<file path="config.mk">
export PLATFORM = sky130hd
export DESIGN_NAME = fosc_top
export DESIGN_NICKNAME = d
export VERILOG_FILES = /design/src/inc/fosc_pkg.sv /design/src/hdl/fosc_top.sv
export VERILOG_INCLUDE_DIRS = /design/src /design/src/inc
export SDC_FILE = /design/constraint.sdc
export NUM_CORES = 1
export LEC_CHECK = 0
export CORE_UTILIZATION = 41
export CTS_CLUSTER_SIZE = 40
export DETAILED_ROUTE_END_ITERATION = 8
export DONT_BUFFER_PORTS = 1
export PLACE_DENSITY_LB_ADDON = 0.15
export SETUP_SLACK_MARGIN = 0.3
export SLEW_MARGIN = 20
export SYNTH_ARGS = -nofsm -noshare
export SYNTH_HDL_FRONTEND = slang
export SYNTH_SLANG_ARGS = --single-unit
</file>
<file path="constraint.sdc">
create_clock -name i_ref_clk -period 2 [get_ports i_ref_clk]
set_input_delay 0.2 -clock i_ref_clk [delete_from_list [all_inputs] [get_ports i_ref_clk]]
set_output_delay 0.2 -clock i_ref_clk [all_outputs]
set_load 0.1 [all_outputs]
</file>
<file path="src/inc/fosc_cfg.svh">
// Purpose: offsets, field positions, reset values and timing for fosc
// Assumes: byte-wide register port, 125 MHz reference clock
// Notes:   included by the block, the checker and the bench
`ifndef FOSC_CFG_SVH
`define FOSC_CFG_SVH

// ****************************************************************
// Register offsets (byte index on the register port)
// ****************************************************************
`define FOSC_OFS_OPT       4'h0
`define FOSC_OFS_CFG       4'h1
`define FOSC_OFS_CLKDIV    4'h2
`define FOSC_OFS_STATUS    4'h3
`define FOSC_OFS_KEY       4'h4
`define FOSC_OFS_BLANK     4'h5

// ****************************************************************
// Field positions
// ****************************************************************
`define FOSC_BIT_BACKDOOR_ENABLE     7
`define FOSC_BIT_NORED     6
`define FOSC_SEC_HI        1
`define FOSC_SEC_LO        0
`define FOSC_BIT_KEY_ACCESS_CONTROL    5
`define FOSC_BIT_PRESCALE  6
`define FOSC_DIV_HI        5

// ****************************************************************
// Values
// ****************************************************************
`define FOSC_SEC_UNSECURE  2'h2
`define FOSC_KEY_BYTES     8
`define FOSC_CLKDIV_RESET  8'h00
`define FOSC_PRE_RATIO     8

// Program/erase pulse limits in ns, clock period in ns
`define FOSC_PULSE_MIN_NS  5000
`define FOSC_PULSE_MAX_NS  6700
`define FOSC_CLK_NS        8

`endif

</file>
<file path="src/inc/fosc_pkg.sv">
// Purpose: types shared by the flash option and security block
// Assumes: fosc_cfg.svh on the include path
// Notes:   types only; numbers live in the header
package fosc_pkg;
  typedef struct packed {
    logic [3:0] addr;
    logic [7:0] wdata;
    logic       wr;
    logic       rd;
  } fosc_bus_t;

  typedef struct packed {
    logic       backdoor_enable;
    logic       nored;
    logic [1:0] sec;
  } fosc_opt_t;

  typedef enum logic [1:0] {
    FOSC_KEY_IDLE,
    FOSC_KEY_COLLECT,
    FOSC_KEY_DONE
  } fosc_key_state_t;
endpackage

</file>
<file path="src/hdl/fosc_top.sv">
// Purpose: flash options load, security state, backdoor key, clock divider
// Assumes: nonvolatile bytes and key are stable inputs from the array
// Notes:   register port with one-cycle read latency, no wait states
`timescale 1ns/1ps
`default_nettype none
`include "fosc_cfg.svh"

// Notes on behaviour
// - Byte-wide registers; nonvolatile option byte mirrored into working register.
// - Divided flash clock period must lie between 5 and 6.7 us; the divider reaches at most 512 cycles (4.096 us) and only flags it.
// - Every reset reloads working options from the nonvolatile byte.
// - Backdoor enable clear refuses every key attempt.
// - Eight matching key bytes in order release security until reset.
// - Key writes accepted only from secure code, never from debug.
// - Redirect disable bit one turns vector redirection off.
// - Secure state blocks unsecured requesters from RAM and flash.
// - Key match or full blank check forces code to unsecure.
// - Only code 1:0 is unsecure; other three codes are secure.
// - Blocked writes do nothing, blocked reads return zero.
// - Set key access, write eight bytes, clearing it compares.
module fosc_top
  import fosc_pkg::*;
#(
  parameter int PRE_RATIO = `FOSC_PRE_RATIO
) (
  input  wire logic       i_ref_clk,
  input  wire logic       i_reset,
  input  wire fosc_bus_t  i_bus,
  input  wire logic       i_bus_from_secure,
  input  wire logic       i_bus_from_debug,
  input  wire logic [7:0] i_nonvolatile_option_byte,
  input  wire logic [63:0] i_stored_unlock_key,
  input  wire logic       i_blank_check_pass,
  input  wire logic       i_mem_req,
  input  wire logic       i_mem_req_secure,
  input  wire logic       i_mem_req_wr,
  input  wire logic [7:0] i_mem_rdata,
  output logic      [7:0] o_rdata,
  output logic            o_secure,
  output logic            o_redirect_enable,
  output logic            o_mem_wr_enable,
  output logic      [7:0] o_mem_rdata,
  output logic            o_divided_flash_clock_en
);

  // ****************************************************************
  // Helpers
  // ****************************************************************
  // decode security code
  function automatic logic fosc_is_secure(input logic [1:0] code);
    return code != `FOSC_SEC_UNSECURE;
  endfunction

  localparam int PULSE_MIN_CYC =
    (`FOSC_PULSE_MIN_NS + `FOSC_CLK_NS - 1) / `FOSC_CLK_NS;
  localparam int PULSE_MAX_CYC = `FOSC_PULSE_MAX_NS / `FOSC_CLK_NS;
  // Limits in reference cycles; the minimum rounds up so a period
  // one cycle short of the limit is still reported

  // ****************************************************************
  // Option, security and config state
  // ****************************************************************
  fosc_opt_t        opt_r, opt_nxt;
  logic             loaded_r, loaded_nxt;
  logic             key_access_control_r, key_access_control_nxt;
  logic             prescale_r, prescale_nxt;
  logic [5:0]       div_r, div_nxt;
  logic [63:0]      key_buf_r, key_buf_nxt;
  logic [3:0]       key_cnt_r, key_cnt_nxt;
  logic             key_bad_r, key_bad_nxt;
  fosc_key_state_t  kst_r, kst_nxt;
  logic [7:0]       opt_byte;
  logic             wr_opt_ok;

  assign opt_byte = {opt_r.backdoor_enable, opt_r.nored, 4'h0, opt_r.sec};
  // Debug commands reach the bus but never feed the comparison
  // key source check
  assign wr_opt_ok = i_bus_from_secure && !i_bus_from_debug;

  // Working options are zero in reset, which decodes as secure;
  // the real byte lands one cycle after release, so the outputs
  // hold the secure and no-redirect levels until then
  always_comb begin
    opt_nxt      = opt_r;
    loaded_nxt   = 1'b1;
    key_access_control_nxt   = key_access_control_r;
    prescale_nxt = prescale_r;
    div_nxt      = div_r;
    key_buf_nxt  = key_buf_r;
    key_cnt_nxt  = key_cnt_r;
    key_bad_nxt  = key_bad_r;
    kst_nxt      = kst_r;
    if (!loaded_r) begin
      opt_nxt.backdoor_enable = i_nonvolatile_option_byte[`FOSC_BIT_BACKDOOR_ENABLE];
      opt_nxt.nored = i_nonvolatile_option_byte[`FOSC_BIT_NORED];
      opt_nxt.sec   = i_nonvolatile_option_byte[`FOSC_SEC_HI:`FOSC_SEC_LO];
    end
    if (i_bus.wr && i_bus.addr == `FOSC_OFS_CLKDIV) begin
      prescale_nxt = i_bus.wdata[`FOSC_BIT_PRESCALE];
      div_nxt      = i_bus.wdata[`FOSC_DIV_HI:0];
    end
    // Bytes shift in at the low end so the first lands in the top
    // bits, as the stored key is laid out. A ninth byte marks the
    // attempt bad instead of wrapping, so over-long entry never matches
    case (kst_r)
      FOSC_KEY_IDLE: begin
        if (i_bus.wr && i_bus.addr == `FOSC_OFS_CFG && wr_opt_ok &&
            i_bus.wdata[`FOSC_BIT_KEY_ACCESS_CONTROL]) begin
          key_access_control_nxt  = 1'b1;
          key_cnt_nxt = 4'h0;
          key_bad_nxt = 1'b0;
          kst_nxt     = FOSC_KEY_COLLECT;
        end
      end
      FOSC_KEY_COLLECT: begin
        if (i_bus.wr && i_bus.addr == `FOSC_OFS_KEY && wr_opt_ok) begin
          key_buf_nxt = {key_buf_r[55:0], i_bus.wdata};
          if (key_cnt_r == 4'(`FOSC_KEY_BYTES))
            key_bad_nxt = 1'b1;
          else
            key_cnt_nxt = key_cnt_r + 4'h1;
        end
        if (i_bus.wr && i_bus.addr == `FOSC_OFS_CFG && wr_opt_ok &&
            !i_bus.wdata[`FOSC_BIT_KEY_ACCESS_CONTROL]) begin
          key_access_control_nxt = 1'b0;
          kst_nxt    = FOSC_KEY_DONE;
        end
      end
      FOSC_KEY_DONE: begin
        if (opt_r.backdoor_enable && !key_bad_r &&
            key_cnt_r == 4'(`FOSC_KEY_BYTES) &&
            key_buf_r == i_stored_unlock_key)
          opt_nxt.sec = `FOSC_SEC_UNSECURE;
        // Wiped so a stale entry cannot be compared again
        key_buf_nxt = 64'h0;
        kst_nxt     = FOSC_KEY_IDLE;
      end
      default: kst_nxt = FOSC_KEY_IDLE;
    endcase
    // Blank check outranks the key path in the same cycle
    // blank check unsecures
    if (loaded_r && i_blank_check_pass)
      opt_nxt.sec = `FOSC_SEC_UNSECURE;
  end

  always_ff @(posedge i_ref_clk) begin
    if (i_reset) begin
      opt_r      <= '0;
      loaded_r   <= 1'b0;
      key_access_control_r   <= 1'b0;
      prescale_r <= 1'b0;
      div_r      <= 6'h00;
      key_buf_r  <= 64'h0;
      key_cnt_r  <= 4'h0;
      key_bad_r  <= 1'b0;
      kst_r      <= FOSC_KEY_IDLE;
    end else begin
      opt_r      <= opt_nxt;
      loaded_r   <= loaded_nxt;
      key_access_control_r   <= key_access_control_nxt;
      prescale_r <= prescale_nxt;
      div_r      <= div_nxt;
      key_buf_r  <= key_buf_nxt;
      key_cnt_r  <= key_cnt_nxt;
      key_bad_r  <= key_bad_nxt;
      kst_r      <= kst_nxt;
    end
  end

  // ****************************************************************
  // Flash clock divider
  // ****************************************************************
  logic [2:0] pre_cnt_r, pre_cnt_nxt;
  logic [5:0] div_cnt_r, div_cnt_nxt;
  logic       fclk_r, fclk_nxt;
  logic       pre_tick;

  // Limitation: a new divisor is compared with the running count at once, so the
  // first pulse after a change may follow neither the old nor the new setting.
  // Prescale counter idles at zero while divide-by-eight is off.
  // prescale then divisor plus one
  assign pre_tick = !prescale_r || pre_cnt_r == 3'(PRE_RATIO - 1);

  always_comb begin
    pre_cnt_nxt = pre_tick ? 3'h0 : pre_cnt_r + 3'h1;
    div_cnt_nxt = div_cnt_r;
    fclk_nxt    = 1'b0;
    if (pre_tick) begin
      if (div_cnt_r >= div_r) begin
        div_cnt_nxt = 6'h00;
        fclk_nxt    = 1'b1;
      end else begin
        div_cnt_nxt = div_cnt_r + 6'h01;
      end
    end
  end

  always_ff @(posedge i_ref_clk) begin
    if (i_reset) begin
      pre_cnt_r <= 3'h0;
      div_cnt_r <= 6'h00;
      fclk_r    <= 1'b0;
    end else begin
      pre_cnt_r <= pre_cnt_nxt;
      div_cnt_r <= div_cnt_nxt;
      fclk_r    <= fclk_nxt;
    end
  end

  // ****************************************************************
  // Period check for the divided clock (status only)
  // ****************************************************************
  // Status only: software reads the flag, nothing else depends on it
  // flag periods outside limits
  logic [15:0] per_cnt_r, per_cnt_nxt;
  logic        per_bad_r, per_bad_nxt;
  always_comb begin
    per_cnt_nxt = fclk_r ? 16'h0001 :
                  (per_cnt_r == 16'hFFFF ? per_cnt_r : per_cnt_r + 16'h0001);
    per_bad_nxt = per_bad_r;
    if (fclk_r && per_cnt_r != 16'h0000)
      per_bad_nxt = (32'(per_cnt_r) < PULSE_MIN_CYC) ||
                    (32'(per_cnt_r) > PULSE_MAX_CYC);
    // New divisor restarts the judgement of the period
    if (i_bus.wr && i_bus.addr == `FOSC_OFS_CLKDIV)
      per_bad_nxt = 1'b0;
  end

  always_ff @(posedge i_ref_clk) begin
    if (i_reset) begin
      per_cnt_r <= 16'h0000;
      per_bad_r <= 1'b0;
    end else begin
      per_cnt_r <= per_cnt_nxt;
      per_bad_r <= per_bad_nxt;
    end
  end

  // ****************************************************************
  // Register read, memory gate and outputs
  // ****************************************************************
  logic [7:0] rdata_nxt;
  logic       sec_now;
  logic       mem_block;

  // Gate follows the live code, so access opens in the same cycle
  // that the working code changes
  assign sec_now   = fosc_is_secure(opt_r.sec);
  assign mem_block = sec_now && !i_mem_req_secure;

  // Zero outside a strobe so read data stand for one cycle only
  always_comb begin
    rdata_nxt = 8'h00;
    if (i_bus.rd) begin
      case (i_bus.addr)
        `FOSC_OFS_OPT:    rdata_nxt = opt_byte;
        `FOSC_OFS_CFG:    rdata_nxt = {2'h0, key_access_control_r, 5'h00};
        `FOSC_OFS_CLKDIV: rdata_nxt = {1'b0, prescale_r, div_r};
        `FOSC_OFS_STATUS: rdata_nxt = {5'h00, per_bad_r, loaded_r, sec_now};
        default:          rdata_nxt = 8'h00;
      endcase
    end
  end

  always_ff @(posedge i_ref_clk) begin
    if (i_reset) begin
      o_rdata                  <= 8'h00;
      o_secure                 <= 1'b1;
      o_redirect_enable        <= 1'b0;
      o_mem_wr_enable          <= 1'b0;
      o_mem_rdata              <= 8'h00;
      o_divided_flash_clock_en <= 1'b0;
    end else begin
      o_rdata                  <= rdata_nxt;
      // Held secure until the option byte has been loaded
      o_secure                 <= sec_now || !loaded_r;
      o_redirect_enable        <= loaded_r && !opt_r.nored;
      o_mem_wr_enable          <= i_mem_req && i_mem_req_wr && !mem_block;
      o_mem_rdata              <= (i_mem_req && !mem_block) ? i_mem_rdata
                                                            : 8'h00;
      o_divided_flash_clock_en <= fclk_r;
    end
  end

endmodule
`default_nettype wire

</file>
==> flow_metrics.tcl <==
set metrics [dict create \
    status "complete, no violations" \
    die_h_um 120 \
    start_util_pct 42.7 \
    synth_fp_nets 732 \
    post-dp-hpwl_um 9820 \
    fin_cells 869 \
    remaining_drc_errors 0 \
    drv_slew 0 \
    crit_path_start_kind "flop" \
    ys.warnings.count 0 \
    period_share_pct 84.3 \
    gp_congestion 0.793 \
    fmax_mhz 593 \
    dp.cells 790 \
    design.die.area_sq_um 14500 \
    first_pass_iters 6 \
    syn_avg_cell_area_sq_um 9.34 \
    synth_area_sq_um 5740 \
    cts_inserted_buffers 17 \
    worstPathRequired_ns 2.34 \
    cts_sinks 131 \
    clk_path_buf_depth 2 \
    finalSetupTns_ns 0 \
    grt_start_max_net_pins 77 \
    synth.distinct_cells 47 \
    relSlewSlack_pct 64.4 \
    path_buf_inv 0 \
    nets 797 \
    setup_viol 0 \
    core_area_sq_um 13500 \
    drt-total-wl_um 14700 \
    ys.flop_type "dfxtp_1" \
    layout-drive-gt1-share_pct 16.3 \
    worst_pin_slew_ns 0.533 \
    layout_common_cells "dfxtp_1, nor2_1, a22oi_1" \
    critPathSlowestCell "dfxtp_2" \
    fin_skew_ns 0.00506 \
    drtIter0Drc 242 \
    yosysSeqAreaShare_pct 45.7 \
    setup.worst_path.end_class "flop" \
    critical_path_class "flop to flop" \
    htree_levels 4 \
    cpLargestDelayFamily "compound AO/OA/AOI/OAI gates" \
    timing.final.hold_violations 0 \
    synth_edf_count 0 \
    post-route-min-period_ns 1.69 \
    worst-path-max-fanout 4 \
    insertedDiodeCount 0 \
    area_growth_pct 26.8 \
    mostFrequentLayoutCell "dfxtp_1" \
    arrival_ns 2.02 \
    via_count 4611 \
    wl_met1_um 6370 \
    die_x_um 120 \
    synthCells 615 \
    max_stage_delay_ns 0.34 \
    clkSlewWorstSetupHoldPaths_ns 0.06 \
    ant_nets 0 \
    power_leakage_nw 2.89 \
    insertion_delay_ns 0.41 \
    crit_chain "ha_1 > nand2b_4 > a21o_1 > a21oi_2 > o21ai_2 > or3_4 > a21oi_2" \
    grtUsageTotal_pct 21.1 \
    peakVddDrop_v 0.000518 \
    wl_met3_um 1050 \
    synthArstFlopShare_pct 0 \
    grt_overflow 0 \
    root_buffer "clkbuf_16" \
    crit_path_frequent_cell "a21oi_2" \
    grt_pass1_wl_um 23500 \
    top_layer_used "met4" \
    hold_path.class "primary input to flop" \
    rows 42 \
    avgRoutedWirePerCell_um 16.9 \
    cts_tree "yes" \
    ios 122 \
    wl_met2_um 6930 \
    rsz0062_at_grt "true" \
    synth_seq_cells 131 \
    vias_per_cell 5.31 \
    powerDensity_nw_per_um2 866 \
    antenna_found_initial 0 \
    placement.io_buffers 0 \
    grt_pass1_vias 4492 \
    cap_violations 0 \
]
==> cell type report <==
type	instances	area, sq um
Tap cell	176	220
Multi-Input combinational cell	437	3000
Inverter	16	60.1
Clock inverter	12	179
Fill cell	1221	6170
Timing Repair Buffer	77	719
Sequential cell	131	2640
Clock buffer	20	457
==> cell usage after synthesis (all sizes together), types with 3 or more instances <==
master / number / area (sq um)
nor4: 12 / 75.1
a22oi: 64 / 480
nor2: 107 / 402
and4: 3 / 26.3
nor4b: 4 / 41.3
nand2b: 5 / 31.3
clkbuf: 16 / 60.1
nand3: 12 / 60.1
buf: 15 / 123
or2: 3 / 18.8
a31oi: 4 / 25.0
a21o: 3 / 22.5
nor3: 12 / 60.1
nor2b: 6 / 37.5
and3: 10 / 63.8
inv: 15 / 56.3
mux2i: 15 / 150
and2: 10 / 62.6
dfxtp: 131 / 2620
ha: 15 / 188
xor2: 47 / 412
a21oi: 13 / 76.3
xnor2: 32 / 280
nand4: 19 / 119
o21ai: 8 / 40.0
nand2: 15 / 56.3
==> kinds of logic after synthesis <==
family	count (synthesis)	share of synthesized area, %
mux	15	2.61
simple gates	227	19.5
flops	131	45.7
xor+xnor	79	12.1
fa+ha+maj	15	3.27
buf+inv	47	4.23
compound gates	101	12.6
==> power breakdown <==
| part | internal (mW) | switching, mW |
|---|---|---|
| clock network | 2.15 | 1.15 |
| logic | 0.147 | 0.200 |
| registers | 2.64 | 0.0195 |
| total | 4.94 | 1.37 |
==> repair_timing <==
item | in CTS | in global routing
hold endpoints to repair | 110 | 1
buffers inserted | 3 | 4
gates resized for setup | 16 | 31
setup endpoints to repair | 13 | 56
pin swaps | 8 | 15
gates cloned | 0 | 0
hold buffers | 40 | 1
==> routing by layer <==
metal	vias up	GRT usage (%)
met5	-	0
met4	0	8.72
met3	26	6.84
met2	142	34.5
met1	2163	25.5
li1	2280	-
==> final timing paths <==
path | end | slack [ns] | start | cells past startpoint
setup / recovery | div_cnt_r[0]$_SDFFE_PP0P_ | 0.31 | div_r[0]$_SDFFE_PP0P_ | 7
hold / removal | o_rdata[4]$_SDFF_PP0_ | 0.03 | i_bus[10] | 2
setup reg to reg | div_cnt_r[0]$_SDFFE_PP0P_ | 0.31 | div_r[0]$_SDFFE_PP0P_ | 7
hold reg to reg | pre_cnt_r[0]$_SDFF_PP0_ | 0.44 | pre_cnt_r[0]$_SDFF_PP0_ | 1
==> stage by stage <==
stage | hold WS (ns) | util, % | cell area (sq um) | power (mW) | worst slack [ns]
6_report | 0.0308 | 54.1 | 7280 | 6.30 | 0.315
3_3_place_gp | 0.280 | 44.7 | 6020 | 2.96 | 0.0919
4_1_cts | 0.0142 | 53.1 | 7150 | 6.35 | 0.257
5_1_grt | 0.0187 | 54.1 | 7280 | 6.51 | 0.208
2_1_floorplan | 0.278 | - | 5740 | 2.94 | 0.336
3_5_place_dp | 0.281 | 44.7 | 6020 | 2.96 | 0.0560
==> state kept, by name, summed over array words and instances, names as in the netlist <==
register,cells
key_bad_r,1
kst_r,2
o_divided_flash_clock_en,1
o_redirect_enable,1
o_secure,1
o_mem_rdata,8
div_cnt_r,6
key_access_control_r,1
pre_cnt_r,3
per_bad_r,1
key_cnt_r,4
fclk_r,1
o_rdata,8
per_cnt_r,16
prescale_r,1
loaded_r,1
key_buf_r,64
opt_byte,4
o_mem_wr_enable,1
div_r,6
No activity file was read; power rests on OpenSTA's default activity.
